File: src/rtl/fpt_pkg.sv
package fpt_pkg;
    // Register indices; byte address is four times the index
    localparam logic [5:0] IDX_DUTY_B = 6'h2B;
    localparam logic [5:0] IDX_GEN_CTRL = 6'h2C;
    localparam logic [5:0] IDX_PERIOD = 6'h2D;
    localparam logic [5:0] IDX_DUTY_A = 6'h2E;
    localparam logic [5:0] IDX_COUNTER = 6'h2F;
    localparam logic [5:0] IDX_TIMER_CTRL = 6'h30;
    localparam logic [5:0] IDX_PLL_CSR = 6'h27;
    localparam logic [5:0] IDX_FLAGS = 6'h38;
    localparam logic [5:0] IDX_MASK = 6'h39;
    localparam int ADDR_W = 8;

    // Field positions
    localparam int PLL_LOW_SPEED_BIT = 7;
    localparam int PLL_FAST_EN_BIT = 2;
    localparam int PLL_EN_BIT = 1;
    localparam int PLL_LOCK_BIT = 0;
    localparam int PWM_EN_BIT = 6;
    localparam int MODE_LSB = 4;
    localparam int LEGACY_BIT = 7;
    localparam int FLAG_CMP_A_BIT = 6;
    localparam int FLAG_CMP_B_BIT = 5;
    localparam int FLAG_OVF_BIT = 2;

    // Reset value, normal counter top and legacy fuse code
    localparam logic [7:0] PERIOD_RST = 8'hFF;
    localparam logic [7:0] COUNT_TOP_NORMAL = 8'hFF;
    localparam logic [3:0] FUSE_LEGACY = 4'h3;

    // Output mode codes
    localparam logic [1:0] MODE_OFF = 2'h0;
    localparam logic [1:0] MODE_PAIR = 2'h1;
    localparam logic [1:0] MODE_CLR = 2'h2;
    localparam logic [1:0] MODE_SET = 2'h3;

    // Clock selection codes
    localparam logic [3:0] CS_STOP = 4'h0;
    localparam logic [3:0] CS_FAST_DIV8 = 4'h4;
    localparam logic [3:0] CS_SYS_DIV1 = 4'h5;

    // Timing
    localparam int CLK_MHZ = 40;
    localparam int FAST_MHZ_HIGH = 64;
    localparam int FAST_MHZ_LOW = 32;
    localparam int LOCK_TIME_US = 100;
    localparam int LOCK_CYCLES = LOCK_TIME_US * CLK_MHZ;
    localparam int LOCK_CNT_W = 13;
endpackage

File: src/rtl/fpt_pwm_chan.sv
`timescale 1ns/100ps
module fpt_pwm_chan #(
    parameter int WIDTH = 8
) (
    input wire logic sys_clk,
    input wire logic rst_n,
    input wire logic wr_duty,
    input wire logic [WIDTH-1:0] wr_data,
    input wire logic pwm_en,
    input wire logic [1:0] out_mode,
    input wire logic [WIDTH-1:0] period,
    input wire logic [WIDTH-1:0] count,
    input wire logic step,
    output logic [WIDTH-1:0] duty_rd,
    output logic match,
    output logic out_true,
    output logic out_true_oe,
    output logic out_comp,
    output logic out_comp_oe
);
    import fpt_pkg::*;

    logic [WIDTH-1:0] buf_q, buf_d, act_q, act_d;
    logic match_q, match_d, lvl_q, lvl_d;
    logic to_q, to_d, co_q, co_d, toe_q, toe_d, coe_q, coe_d;
    logic set_lvl;

    always_comb begin
        buf_d = buf_q;
        act_d = act_q;
        lvl_d = lvl_q;
        match_d = 1'b0;
        set_lvl = (out_mode == MODE_SET);
        if (wr_duty) begin
            buf_d = wr_data;
            if (!pwm_en) begin
                act_d = wr_data;
            end
        end
        if (step && pwm_en && count == period) begin
            act_d = buf_d;
        end
        if (step) begin
            match_d = (count == act_q);
        end
        if (act_q == '0) begin
            lvl_d = set_lvl;
        end else if (act_q == period) begin
            lvl_d = !set_lvl;
        end else if (step && count == act_q) begin
            lvl_d = set_lvl;
        end else if (step && count == WIDTH'(1)) begin
            lvl_d = !set_lvl;
        end
        to_d = lvl_d;
        co_d = !lvl_d;
        toe_d = pwm_en && out_mode != MODE_OFF;
        coe_d = pwm_en && out_mode == MODE_PAIR;
    end

    always_ff @(posedge sys_clk or negedge rst_n) begin
        if (!rst_n) begin
            buf_q <= '0;
            act_q <= '0;
            lvl_q <= 1'b0;
            match_q <= 1'b0;
            to_q <= 1'b0;
            co_q <= 1'b0;
            toe_q <= 1'b0;
            coe_q <= 1'b0;
        end else begin
            buf_q <= buf_d;
            act_q <= act_d;
            lvl_q <= lvl_d;
            match_q <= match_d;
            to_q <= to_d;
            co_q <= co_d;
            toe_q <= toe_d;
            coe_q <= coe_d;
        end
    end

    assign duty_rd = buf_q;
    assign match = match_q;
    assign out_true = to_q;
    assign out_comp = co_q;
    assign out_true_oe = toe_q;
    assign out_comp_oe = coe_q;
endmodule

File: src/rtl/fpt_timer.sv
// Contract
// Fast clock 64 MHz, 32 MHz when low-speed
// Software halts timer before changing low-speed
// PLL register bits 6..3 read zero
// Fast-clock enable selects fast or system clock
// Fast-clock enable sets only with PLL enabled
// PLL enable starts PLL; reads one if sysclk
// Lock indicator high only when locked, ~100us
// Software enables PLL, polls lock, then fast-clock
// Counter counts zero to period, then restarts; code does so only while a PWM channel is enabled, otherwise it counts to 0xFF
// At period counter clears, overflow flag set later
// Output mode code selects true/complement pin behaviour
// Two 8-bit glitch-free channels with complement outputs
// Duty writes buffered, loaded at period
// Duty reads return the buffered value
// Duty zero or period holds outputs static
// Interrupt needs flag, enable and global enable
// PWM frequency is timer clock over period+1
// Codes 0001..0100 give fast clock /1,/2,/4,/8
// Fuse code 0011 selects legacy-compatible mode
// Channel A enable gives PWM; clear after match
// Control synchronized in, flags synchronized back
//
// Added by the designer: the Avalon-MM interface to the registers.
`timescale 1ns/100ps
module fpt_timer #(
    parameter int WIDTH = 8
) (
    input wire logic sys_clk,
    input wire logic rst_n,
    input wire logic [fpt_pkg::ADDR_W-1:0] avs_address,
    input wire logic avs_read,
    input wire logic avs_write,
    input wire logic [31:0] avs_writedata,
    input wire logic [3:0] avs_byteenable,
    output logic [31:0] avs_readdata,
    output logic avs_waitrequest,
    input wire logic global_int_enable,
    input wire logic pll_is_sysclk,
    input wire logic [3:0] clock_config_fuses,
    output logic pll_run,
    output logic pwm_out_a,
    output logic pwm_out_a_oe,
    output logic pwm_out_a_n,
    output logic pwm_out_a_n_oe,
    output logic pwm_out_b,
    output logic pwm_out_b_oe,
    output logic pwm_out_b_n,
    output logic pwm_out_b_n_oe,
    output logic irq_overflow,
    output logic irq_cmp_a,
    output logic irq_cmp_b
);
    import fpt_pkg::*;

    function automatic logic [9:0] div_mask(input logic [3:0] e);
        div_mask = 10'((11'h001 << e) - 11'h001);
    endfunction

    // Bus and software-visible registers
    logic wait_q, wait_d;
    logic [31:0] rdata_q, rdata_d;
    logic low_speed_q, low_speed_d, fce_q, fce_d, pll_en_q, pll_en_d;
    logic [7:0] tctrl_q, tctrl_d, gctrl_q, gctrl_d, period_q, period_d;
    logic [7:0] flags_q, flags_d, mask_q, mask_d;
    logic cnt_wr_q, cnt_wr_d;
    logic [7:0] cnt_wdata_q, cnt_wdata_d;
    logic [2:0] irq_q, irq_d;
    logic [LOCK_CNT_W-1:0] lock_cnt_q, lock_cnt_d;
    logic lock_q, lock_d;
    logic [5:0] idx;
    logic wr_go, wr_lo;
    logic [7:0] wb;
    logic [7:0] duty_rd_a, duty_rd_b;
    logic match_a, match_b;

    // Pin synchronisers
    logic [3:0] fuse_m_q, fuse_s_q;
    logic sysclk_m_q, sysclk_s_q;
    logic legacy_q, legacy_d;

    // Control copies used by the counting logic
    logic [3:0] cs_s_q, cs_s_d;
    logic fast_s_q, fast_s_d, low_s_q, low_s_d;
    logic pwm_a_s_q, pwm_a_s_d, pwm_b_s_q, pwm_b_s_d;
    logic [1:0] mode_a_s_q, mode_a_s_d, mode_b_s_q, mode_b_s_d;
    logic [7:0] period_s_q, period_s_d;

    // Counter
    logic [WIDTH-1:0] cnt_q, cnt_d;
    logic step_q, step_d, ovf_q, ovf_d;
    logic [9:0] pre_q, pre_d, acc_q, acc_d;
    logic [9:0] thr, sum;
    logic [3:0] expo;
    logic tick, use_fast;
    logic [WIDTH-1:0] top;

    assign idx = avs_address[ADDR_W-1:2];
    assign wr_go = avs_write && !wait_q;
    assign wr_lo = wr_go && avs_byteenable[0];
    assign wb = avs_writedata[7:0];

    always_comb begin
        wait_d = 1'b1;
        rdata_d = rdata_q;
        low_speed_d = low_speed_q;
        fce_d = fce_q;
        pll_en_d = pll_en_q;
        tctrl_d = tctrl_q;
        gctrl_d = gctrl_q;
        period_d = period_q;
        mask_d = mask_q;
        flags_d = flags_q;
        cnt_wr_d = 1'b0;
        cnt_wdata_d = cnt_wdata_q;
        if ((avs_read || avs_write) && wait_q) begin
            wait_d = 1'b0;
            rdata_d = '0;
            if (avs_read) begin
                unique case (idx)
                    IDX_PLL_CSR: begin
                        rdata_d[PLL_LOW_SPEED_BIT] = low_speed_q;
                        rdata_d[PLL_FAST_EN_BIT] = fce_q;
                        rdata_d[PLL_EN_BIT] = pll_en_q || sysclk_s_q;
                        rdata_d[PLL_LOCK_BIT] = lock_q;
                    end
                    IDX_TIMER_CTRL: rdata_d[7:0] = tctrl_q & 8'h7F;
                    IDX_GEN_CTRL: rdata_d[7:0] = {legacy_q, gctrl_q[6:0] & 7'h70};
                    IDX_COUNTER: rdata_d[7:0] = cnt_q;
                    IDX_DUTY_A: rdata_d[7:0] = duty_rd_a;
                    IDX_DUTY_B: rdata_d[7:0] = duty_rd_b;
                    IDX_PERIOD: rdata_d[7:0] = period_q;
                    IDX_FLAGS: rdata_d[7:0] = flags_q;
                    IDX_MASK: rdata_d[7:0] = mask_q;
                    default: rdata_d = '0;
                endcase
            end
        end
        if (wr_lo) begin
            unique case (idx)
                IDX_PLL_CSR: begin
                    low_speed_d = wb[PLL_LOW_SPEED_BIT];
                    pll_en_d = wb[PLL_EN_BIT];
                    fce_d = wb[PLL_FAST_EN_BIT] && pll_en_q;
                end
                IDX_TIMER_CTRL: tctrl_d = wb & 8'h7F;
                IDX_GEN_CTRL: gctrl_d = wb & 8'h70;
                IDX_PERIOD: period_d = wb;
                IDX_MASK: mask_d = wb & 8'h64;
                IDX_COUNTER: begin
                    cnt_wr_d = 1'b1;
                    cnt_wdata_d = wb;
                end
                IDX_FLAGS: flags_d = flags_q & ~(wb & 8'h64);
                default: ;
            endcase
        end
        // Flags land one cycle after the event; a set beats a same-cycle clear
        if (ovf_q) begin
            flags_d[FLAG_OVF_BIT] = 1'b1;
        end
        if (match_a) begin
            flags_d[FLAG_CMP_A_BIT] = 1'b1;
        end
        if (match_b) begin
            flags_d[FLAG_CMP_B_BIT] = 1'b1;
        end
        irq_d = {flags_q[FLAG_OVF_BIT] && mask_q[FLAG_OVF_BIT],
                 flags_q[FLAG_CMP_A_BIT] && mask_q[FLAG_CMP_A_BIT],
                 flags_q[FLAG_CMP_B_BIT] && mask_q[FLAG_CMP_B_BIT]}
                & {3{global_int_enable}};
        // Lock model: ready a fixed time after enable, lost at once on disable
        lock_cnt_d = lock_cnt_q;
        lock_d = 1'b0;
        if (!pll_en_q) begin
            lock_cnt_d = '0;
        end else if (lock_cnt_q != LOCK_CNT_W'(LOCK_CYCLES)) begin
            lock_cnt_d = lock_cnt_q + 1'b1;
        end else begin
            lock_d = 1'b1;
        end
        legacy_d = (fuse_s_q == FUSE_LEGACY);
    end

    always_ff @(posedge sys_clk or negedge rst_n) begin
        if (!rst_n) begin
            wait_q <= 1'b1;
            rdata_q <= '0;
            low_speed_q <= 1'b0;
            fce_q <= 1'b0;
            pll_en_q <= 1'b0;
            tctrl_q <= '0;
            gctrl_q <= '0;
            period_q <= PERIOD_RST;
            mask_q <= '0;
            flags_q <= '0;
            cnt_wr_q <= 1'b0;
            cnt_wdata_q <= '0;
            irq_q <= '0;
            lock_cnt_q <= '0;
            lock_q <= 1'b0;
            legacy_q <= 1'b0;
            fuse_m_q <= '0;
            fuse_s_q <= '0;
            sysclk_m_q <= 1'b0;
            sysclk_s_q <= 1'b0;
        end else begin
            wait_q <= wait_d;
            rdata_q <= rdata_d;
            low_speed_q <= low_speed_d;
            fce_q <= fce_d;
            pll_en_q <= pll_en_d;
            tctrl_q <= tctrl_d;
            gctrl_q <= gctrl_d;
            period_q <= period_d;
            mask_q <= mask_d;
            flags_q <= flags_d;
            cnt_wr_q <= cnt_wr_d;
            cnt_wdata_q <= cnt_wdata_d;
            irq_q <= irq_d;
            lock_cnt_q <= lock_cnt_d;
            lock_q <= lock_d;
            legacy_q <= legacy_d;
            fuse_m_q <= clock_config_fuses;
            fuse_s_q <= fuse_m_q;
            sysclk_m_q <= pll_is_sysclk;
            sysclk_s_q <= sysclk_m_q;
        end
    end

    // Counting logic sees control one cycle late, as the timer core would
    always_comb begin
        cs_s_d = tctrl_q[3:0];
        fast_s_d = fce_q && !legacy_q;
        low_s_d = low_speed_q;
        pwm_a_s_d = tctrl_q[PWM_EN_BIT];
        pwm_b_s_d = gctrl_q[PWM_EN_BIT];
        mode_a_s_d = tctrl_q[MODE_LSB+1:MODE_LSB];
        mode_b_s_d = gctrl_q[MODE_LSB+1:MODE_LSB];
        period_s_d = period_q;
    end

    always_ff @(posedge sys_clk or negedge rst_n) begin
        if (!rst_n) begin
            cs_s_q <= CS_STOP;
            fast_s_q <= 1'b0;
            low_s_q <= 1'b0;
            pwm_a_s_q <= 1'b0;
            pwm_b_s_q <= 1'b0;
            mode_a_s_q <= MODE_OFF;
            mode_b_s_q <= MODE_OFF;
            period_s_q <= PERIOD_RST;
        end else begin
            cs_s_q <= cs_s_d;
            fast_s_q <= fast_s_d;
            low_s_q <= low_s_d;
            pwm_a_s_q <= pwm_a_s_d;
            pwm_b_s_q <= pwm_b_s_d;
            mode_a_s_q <= mode_a_s_d;
            mode_b_s_q <= mode_b_s_d;
            period_s_q <= period_s_d;
        end
    end

    // Fast clock is modelled as a rate accumulator; above 40 MHz it saturates
    // at one count per system clock, so fast /1 at 64 MHz (low-speed clear) runs slower than real silicon.
    always_comb begin
        pre_d = pre_q + 1'b1;
        expo = (cs_s_q <= CS_FAST_DIV8) ? cs_s_q - 4'h1 : cs_s_q - CS_SYS_DIV1;
        use_fast = fast_s_q && cs_s_q != CS_STOP && cs_s_q <= CS_FAST_DIV8;
        thr = 10'(CLK_MHZ) << expo[1:0];
        sum = acc_q + (low_s_q ? 10'(FAST_MHZ_LOW) : 10'(FAST_MHZ_HIGH));
        acc_d = '0;
        tick = 1'b0;
        if (cs_s_q == CS_STOP) begin
            tick = 1'b0;
        end else if (use_fast) begin
            acc_d = sum;
            if (sum >= thr) begin
                tick = 1'b1;
                acc_d = (sum - thr >= thr) ? thr - 10'h001 : sum - thr;
            end
        end else begin
            tick = (pre_q & div_mask(expo)) == div_mask(expo);
        end
        top = (pwm_a_s_q || pwm_b_s_q) ? period_s_q : COUNT_TOP_NORMAL;
        cnt_d = cnt_q;
        step_d = 1'b0;
        ovf_d = 1'b0;
        if (cnt_wr_q) begin
            cnt_d = cnt_wdata_q;
        end else if (tick) begin
            step_d = 1'b1;
            if (cnt_q == top) begin
                cnt_d = '0;
                ovf_d = 1'b1;
            end else begin
                cnt_d = cnt_q + 1'b1;
            end
        end
    end

    always_ff @(posedge sys_clk or negedge rst_n) begin
        if (!rst_n) begin
            pre_q <= '0;
            acc_q <= '0;
            cnt_q <= '0;
            step_q <= 1'b0;
            ovf_q <= 1'b0;
        end else begin
            pre_q <= pre_d;
            acc_q <= acc_d;
            cnt_q <= cnt_d;
            step_q <= step_d;
            ovf_q <= ovf_d;
        end
    end

    fpt_pwm_chan #(.WIDTH(WIDTH)) u_chan_a (
        .sys_clk(sys_clk), .rst_n(rst_n), .wr_duty(wr_lo && idx == IDX_DUTY_A), .wr_data(wb),
        .pwm_en(pwm_a_s_q), .out_mode(mode_a_s_q), .period(period_s_q), .count(cnt_q),
        .step(step_q), .duty_rd(duty_rd_a), .match(match_a), .out_true(pwm_out_a),
        .out_true_oe(pwm_out_a_oe), .out_comp(pwm_out_a_n), .out_comp_oe(pwm_out_a_n_oe)
    );

    fpt_pwm_chan #(.WIDTH(WIDTH)) u_chan_b (
        .sys_clk(sys_clk), .rst_n(rst_n), .wr_duty(wr_lo && idx == IDX_DUTY_B), .wr_data(wb),
        .pwm_en(pwm_b_s_q), .out_mode(mode_b_s_q), .period(period_s_q), .count(cnt_q),
        .step(step_q), .duty_rd(duty_rd_b), .match(match_b), .out_true(pwm_out_b),
        .out_true_oe(pwm_out_b_oe), .out_comp(pwm_out_b_n), .out_comp_oe(pwm_out_b_n_oe)
    );

    assign avs_readdata = rdata_q;
    assign avs_waitrequest = wait_q;
    assign pll_run = pll_en_q;
    assign irq_overflow = irq_q[2];
    assign irq_cmp_a = irq_q[1];
    assign irq_cmp_b = irq_q[0];
endmodule

File: config.mk
export PLATFORM = sky130hd
export DESIGN_NAME = fpt_timer
export DESIGN_NICKNAME = d
export VERILOG_FILES = /design/src/rtl/fpt_pkg.sv /design/src/rtl/fpt_pwm_chan.sv /design/src/rtl/fpt_timer.sv
export SDC_FILE = /design/constraint.sdc
export NUM_CORES = 1
export LEC_CHECK = 0
export ABC_AREA = 1
export BUFFER_PORTS_ARGS = -buffer_cell sky130_fd_sc_hd__buf_2
export CORE_MARGIN = 2
export CORE_UTILIZATION = 55
export DETAILED_ROUTE_END_ITERATION = 16
export PLACE_DENSITY = 0.77
export SLEW_MARGIN = 30
export SYNTH_ARGS = -nofsm -noshare
export SYNTH_HDL_FRONTEND = slang
export SYNTH_SLANG_ARGS = --single-unit
File: constraint.sdc
create_clock -name sys_clk -period 3.6 [get_ports sys_clk]
set_input_delay 0.72 -clock sys_clk [delete_from_list [all_inputs] [get_ports sys_clk]]
set_output_delay 0.72 -clock sys_clk [all_outputs]
set_load 0.005 [all_outputs]
==> results of run 1 <==
==> area by class of cell <==
class,count,area [µm²],area share (%)
Sequential cell,162,4080,42.5
Multi-Input combinational cell,718,3820,39.8
Inverter,143,537,5.59
Clock buffer,17,425,4.43
Timing Repair Buffer,56,339,3.53
Tap cell,188,235,2.45
Clock inverter,15,165,1.72
==> worst register-to-register path, delay by kind of cell (launching register included) <==
kind / cells / cell delay [ps]
compound gates: 4 / 560
flops: 1 / 450
simple gates: 11 / 1110
buf+inv: 4 / 340
fa+ha+maj: 3 / 760
==> routing by layer <==
layer | vias up | share of wire, %
met5 | - | 0
met4 | 0 | 2.7
met3 | 54 | 7.7
met2 | 313 | 45
met1 | 3395 | 45
li1 | 3479 | -
==> timing repair <==
item | 4_1_cts | 5_1_grt
setup buffers | 0 | 4
endpoints found under the setup margin | 0 | 13
gates resized for setup | 0 | 9
==> worst paths after layout <==
path	from	end	slack (ps)	cells after the start
max	cs_s_q[1]	acc_q[5]	290	22
min reg2reg	fuse_m_q[1]	fuse_s_q[1]	350	0
min	rst_n	u_chan_b.out_comp	330	1
max reg2reg	cs_s_q[1]	acc_q[5]	290	22
max in group asynchronous	rst_n	pre_q[8]	2410	2
min in group sys_clk	fuse_m_q[1]	fuse_s_q[1]	350	0
==> power groups by stage <==
stage | combinational, W | clock [W] | sequential (W)
6_report | 0.000940 | 0.00180 | 0.00210
5_1_grt | 0.00108 | 0.00190 | 0.00211
4_1_cts | 0.000912 | 0.00183 | 0.00209
3_5_place_dp | 0.000909 | 0 | 0.00212
3_3_place_gp | 0.000880 | 0 | 0.00212
2_1_floorplan | 0.000685 | 0 | 0.00208
==> registers in the layout (all words and copies together) (netlist names), 8 cells and up <==
signal / count
cnt_q: 8
u_chan_b.duty_rd: 8
avs_readdata: 8
lock_cnt_q: 13
u_chan_b.act_q: 8
period_q: 8
u_chan_a.duty_rd: 8
u_chan_a.act_q: 8
period_s_q: 8
pre_q: 10
cnt_wdata_q: 8
==> cells by family (layout without fill, tap and decap cells) <==
family,count (synthesis),count (layout),share of synthesized area (%)
buffers and inverters,183,231,9.38
XOR/XNOR,31,31,3.17
other,1,25,0.0437
AND/OR/NAND/NOR,464,464,23.6
flip-flops,162,162,47.5
adder cells (fa/ha/maj),29,29,4.32
AO/OA/AOI/OAI,169,169,12.0
==> stage by stage <==
| step | area (µm²) | hold slack, ps | utilization, % |
|---|---|---|---|
| 2_1_floorplan | 8670 | 331 | - |
| 3_3_place_gp | 8930 | 331 | 58.7 |
| 3_5_place_dp | 8930 | 336 | 58.7 |
| 4_1_cts | 9520 | 351 | 62.6 |
| 5_1_grt | 9600 | 356 | 63.2 |
| 6_report | 9600 | 328 | 63.2 |
==> Yosys cell counts, drive strengths merged <==
| master | n | area [µm²] |
|---|---|---|
| nor2 | 77 | 307 |
| o22ai | 14 | 87.6 |
| o211ai | 19 | 143 |
| nor3 | 20 | 121 |
| a41oi | 1 | 8.76 |
| nor4 | 7 | 43.8 |
| a22o | 1 | 8.76 |
| o21ai | 86 | 442 |
| a211oi | 2 | 15.0 |
| o21a | 1 | 7.51 |
| a32o | 1 | 10.0 |
| nand3b | 4 | 30.0 |
| o2111ai | 6 | 52.6 |
| fa | 1 | 20.0 |
| dfrtp | 145 | 3630 |
| o31ai | 2 | 20.0 |
| xnor2 | 10 | 87.6 |
| nand3 | 68 | 380 |
| nand4 | 12 | 75.1 |
| o32ai | 1 | 8.76 |
| nor3b | 1 | 7.51 |
| a21oi | 22 | 114 |
| dfstp | 17 | 447 |
| buf | 34 | 245 |
| a221oi | 8 | 70.1 |
| conb | 1 | 3.75 |
| o21bai | 3 | 22.5 |
| clkbuf | 6 | 22.5 |
| or2 | 5 | 31.3 |
| nand2 | 270 | 1030 |
| xor2 | 21 | 184 |
| clkinv | 2 | 7.51 |
| o221ai | 1 | 8.76 |
| ha | 28 | 350 |
| a21o | 1 | 7.51 |
| inv | 141 | 529 |
==> flow_metrics.tcl, run 1 <==
set metrics [dict create \
    slowest_stage "dfrtp_2" \
    fill_cells 1271 \
    grt_busiest_layer "met2" \
    swShare_pct 31.7 \
    die_width_um 129 \
    rows 45 \
    syn_inst 1039 \
    grt_use_met1_pct 37.7 \
    clock_power_share_pct 37.3 \
    hold_buffers 0 \
    cts_tree "done" \
    post-place-ws_ps 113 \
    critical_path_required_ps 3950 \
    place_inst 1263 \
    syn_area_mm2 0.00858 \
    layout_commonest_cell "nand2_1" \
    cts-root-buf "clkbuf_16" \
    grt_pass1_wl_um 33500 \
    use_met2_pct 39.2 \
    crit_top_cell "nand2_1" \
    first_global_vias 6547 \
    tns_ps 0 \
    grt_usage_pct 26.2 \
    first_pass_iters 6 \
    peakVddDrop_mv 0.392 \
    fin_worst_skew_ps 9.33 \
    cts_max_path_buffers 2 \
    ctsHtreeMaxLevel 4 \
    slew_violations 0 \
    worstSetupPathType "flop to flop" \
    finalPower_w 0.00484 \
    insertion_delay_ps 440 \
    end_kind "flop" \
    num_antenna_cells 0 \
    core_area_mm2 0.0152 \
    grt_max_degree 94 \
    post-route-period-util_pct 92.0 \
    fmax_mhz 302 \
    antenna_found_initial 0 \
    crit_chain "inv_2 -> ha_2 -> inv_1 -> ha_1 -> nor2_1 -> nor2_1 -> nand2_1 -> nand2_1 -> nand2_1 -> nand2_1 -> or2_2 -> nand2_1 -> inv_1 -> ha_1 -> a21o_1 -> a21oi_1 -> nand2_1 -> nor2_2 -> inv_1 -> nand2_1 -> o21ai_0 -> o21ai_1" \
    hp-class "primary input to asynchronous set/reset pin" \
    floorplan.initialDensity_pct 56.4 \
    p_seq_share_pct 43.3 \
    critPathBufInv 4 \
    max_stage_delay_ps 450 \
    hpwl_um 15000 \
    post_drt_wl_per_cell_um 16.0 \
    critPathTopFamily "simple AND/OR/NAND/NOR gates" \
    worst_slew_pin_slew_ps 859 \
    routed-via-count 7241 \
    gpl.final_weighted_congestion 0.943 \
    drt_wl_total_um 20800 \
    status "completed" \
    layoutNonFillerInstCount 1299 \
    ys_ff_latch 162 \
    seq_area_frac_synth_pct 47.5 \
    numCtsBuffers 17 \
    cts.clk_slew.worst_paths_ps 70 \
    ys_warn_count 0 \
    final_nets 1181 \
    switchingPower_w 0.00153 \
    min_period_ps 3310 \
    combPwrFrac_pct 19.4 \
    drt-initial-drc-count 823 \
    slew_headroom_pct 42.7 \
    viasPerCell 5.57 \
    p_leak_nw 4.81 \
    mostFrequentLayoutCells "nand2_1, dfrtp_1, inv_1" \
    p_int_w 0.00330 \
    final_hold_viol_count 0 \
    setup_violations 0 \
    p_per_area_mw_per_mm2 504 \
    io_pins 99 \
    cts_sinks 162 \
    io_buffer_count 45 \
    die-height_um 129 \
    die-area_mm2 0.0166 \
    drv_cap 0 \
    synth_cell_type_count 49 \
    critPathLaunchType "flop" \
    drive_above_1_share_pct 13.1 \
    crit_arrival_ps 3660 \
    use_met3_pct 6.03 \
    synthToLayoutAreaGrowth_pct 12.0 \
    globalRoute.totalOverflow 0 \
    avgSynthCellArea_um2 8.25 \
    cp_max_fo 6 \
    final_antenna_net_count 0 \
    drc 0 \
    worst_slack_ps 286 \
]
No activity file was read; power rests on OpenSTA's default activity.
==> inputs of run 2 (changes only) <==
--- a/config.mk
+++ b/config.mk
@@ -9,8 +9,10 @@
 export BUFFER_PORTS_ARGS = -buffer_cell sky130_fd_sc_hd__buf_2
 export CORE_MARGIN = 2
 export CORE_UTILIZATION = 55
+export CTS_BUF_LIST = sky130_fd_sc_hd__clkbuf_8
 export DETAILED_ROUTE_END_ITERATION = 16
 export PLACE_DENSITY = 0.77
+export RECOVER_POWER = 50
 export SLEW_MARGIN = 30
 export SYNTH_ARGS = -nofsm -noshare
 export SYNTH_HDL_FRONTEND = slang
==> run 2 against run 1 <==
Effect of this change: combinational power barely moved; non-clock buffer count rose by 1; register-to-register slack barely moved; critical endpoint unchanged; sequential power barely moved; die area did not move; cell count barely moved; the run now ends with capacitance limit, slew limit left; power fell by 9.8%; wire length fell by 0.66%; setup slack improved by 14 ps.
==> flow_metrics.tcl, run 2 (same netlist as run 1, synthesis figures left out) <==
set metrics [dict create \
    end_kind "flop" \
    cts.clk_slew.worst_paths_ps 90 \
    ctsHtreeMaxLevel 4 \
    worst_slew_pin_slew_ps 2390 \
    status "finished, violations left" \
    slew_headroom_pct -59.2 \
    ff2ff_path_depth 22 \
    insertion_delay_ps 460 \
    die-height_um 129 \
    rsz0062_at_grt "false" \
    reg2reg_from "cs_s_q[1]" \
    crit_chain "inv_2 -> ha_1 -> inv_1 -> ha_1 -> nor2_1 -> nor2_1 -> nand2_1 -> nand2_1 -> nand2_1 -> nand2_1 -> or2_2 -> nand2_1 -> inv_1 -> ha_1 -> a21o_1 -> a21oi_1 -> nand2_1 -> nor2_2 -> inv_1 -> nand2_1 -> o21ai_0 -> o21ai_1" \
    post_drt_wl_per_cell_um 15.9 \
    p_per_area_mw_per_mm2 464 \
    crit_arrival_ps 3670 \
    worstHoldStart "clock_config_fuses[2]" \
    drt-initial-drc-count 883 \
    failed_checks "capacitance limit, slew limit" \
    grt_usage_pct 25.8 \
    largest_register_ffs 13 \
    floorplan.initialDensity_pct 56.4 \
    hold_depth 1 \
    grt_pass1_wl_um 33100 \
    hold_buffers 0 \
    critPathLaunchType "flop" \
    post-route-period-util_pct 91.6 \
    hp-class "primary input to flop" \
    antenna_found_initial 0 \
    crit_top_cell "nand2_1" \
    r2r_end "acc_q[5]" \
    largest-register "lock_cnt_q" \
    min_period_ps 3300 \
    die-area_mm2 0.0166 \
    setup_violations 0 \
    post-place-ws_ps 113 \
    cts-root-buf "clkbuf_8" \
    worst_slack_ps 301 \
    drt_wl_total_um 20600 \
    hpwl_um 15000 \
    final_hold_viol_count 0 \
    num_antenna_cells 0 \
    drive_above_1_share_pct 12.3 \
    final_nets 1182 \
    gpl.final_weighted_congestion 0.943 \
    holdPathEnd "fuse_m_q[2]" \
    cp_max_fo 6 \
    cts_sinks 162 \
    synthToLayoutAreaGrowth_pct 9.70 \
    first_global_vias 6472 \
    regToRegSetupSlack_ps 300 \
    routed-via-count 7156 \
    viasPerCell 5.50 \
    drv_cap 1 \
    drc 0 \
    core_area_mm2 0.0152 \
    slowest_stage "dfrtp_2" \
    die_width_um 129 \
    rows 45 \
    first_pass_iters 5 \
    fin_worst_skew_ps 10.8 \
    peakVddDrop_mv 0.330 \
    mostFrequentLayoutCells "nand2_1, dfrtp_1, inv_1" \
    cts_tree "done" \
    critical_path_required_ps 3970 \
    fmax_mhz 303 \
    worstSetupPathType "flop to flop" \
    slew_violations 93 \
    max_stage_delay_ps 460 \
    grt_max_degree 94 \
    reg_top3 "lock_cnt_q: 13 flops, pre_q: 10 flops" \
    final_antenna_net_count 0 \
    io_pins 99 \
    globalRoute.totalOverflow 0 \
    cts_max_path_buffers 2 \
    layout_commonest_cell "nand2_1" \
    tns_ps 0 \
    numCtsBuffers 17 \
    io_buffer_count 45 \
    p_leak_nw 4.73 \
]
-- run 2: how the worst max path moves through the flow --
stage,startpoint,to,slack [ps],cells past startpoint
after floorplan,low_s_q,acc_q[5],530,18
after global placement,cs_s_q[1],cnt_q[4],180,23
after detailed placement,cs_s_q[1],cnt_q[3],110,23
after CTS,cs_s_q[1],cnt_q[3],80,23
after global routing,cs_s_q[1],acc_q[5],10,22
final,cs_s_q[1],acc_q[5],300,22
-- run 2: routing by layer --
metal | wire, µm | GRT usage [%] | up-vias
met3 | 1400 | 4.78 | 47
met4 | 536 | 9.02 | 0
met5 | 0 | 0 | -
met2 | 9210 | 39.7 | 276
met1 | 9480 | 36.9 | 3361
li1 | - | - | 3472
-- run 2: timing repair --
item | in CTS | in global routing
resized for setup | 0 | 9
buffers inserted | 0 | 5
endpoints found under the hold margin | 0 | 0
endpoints found under the setup margin | 0 | 15
-- run 2: final cells by class --
cell class                 count  area, µm²
fill                        1317       5790
sequential                   162       4080
multi-input combinational    718       3820
inverter                     143        537
timing repair buffer          57        337
tap                          188        235
clock buffer                  17        234
clock inverter                15        165
-- run 2: where the power goes --
part,internal (W),switching (W)
Combinational,0.000357,0.000583
Clock,0.000576,0.000757
Sequential,0.00196,0.000130
-- run 2: worst max-delay path, delay by kind of cell (launching register included) --
family	cells	cell delay [ps]
AOI/OAI and AO/OA	4	550
buffers and inverters	4	350
and+or+nand+nor	11	1100
DFF	1	460
adders and majority gates	3	750
-- run 2: through the flow --
step	hold WS [ps]	power [W]	cells	util (%)	area [µm²]
floorplan	331	0.00277	1063	-	8670
global placement	331	0.00300	1263	58.7	8930
detailed placement	336	0.00303	1263	58.7	8930
CTS	329	0.00436	1295	61.4	9330
global route	336	0.00462	1300	61.9	9410
finish	355	0.00437	1300	61.9	9410
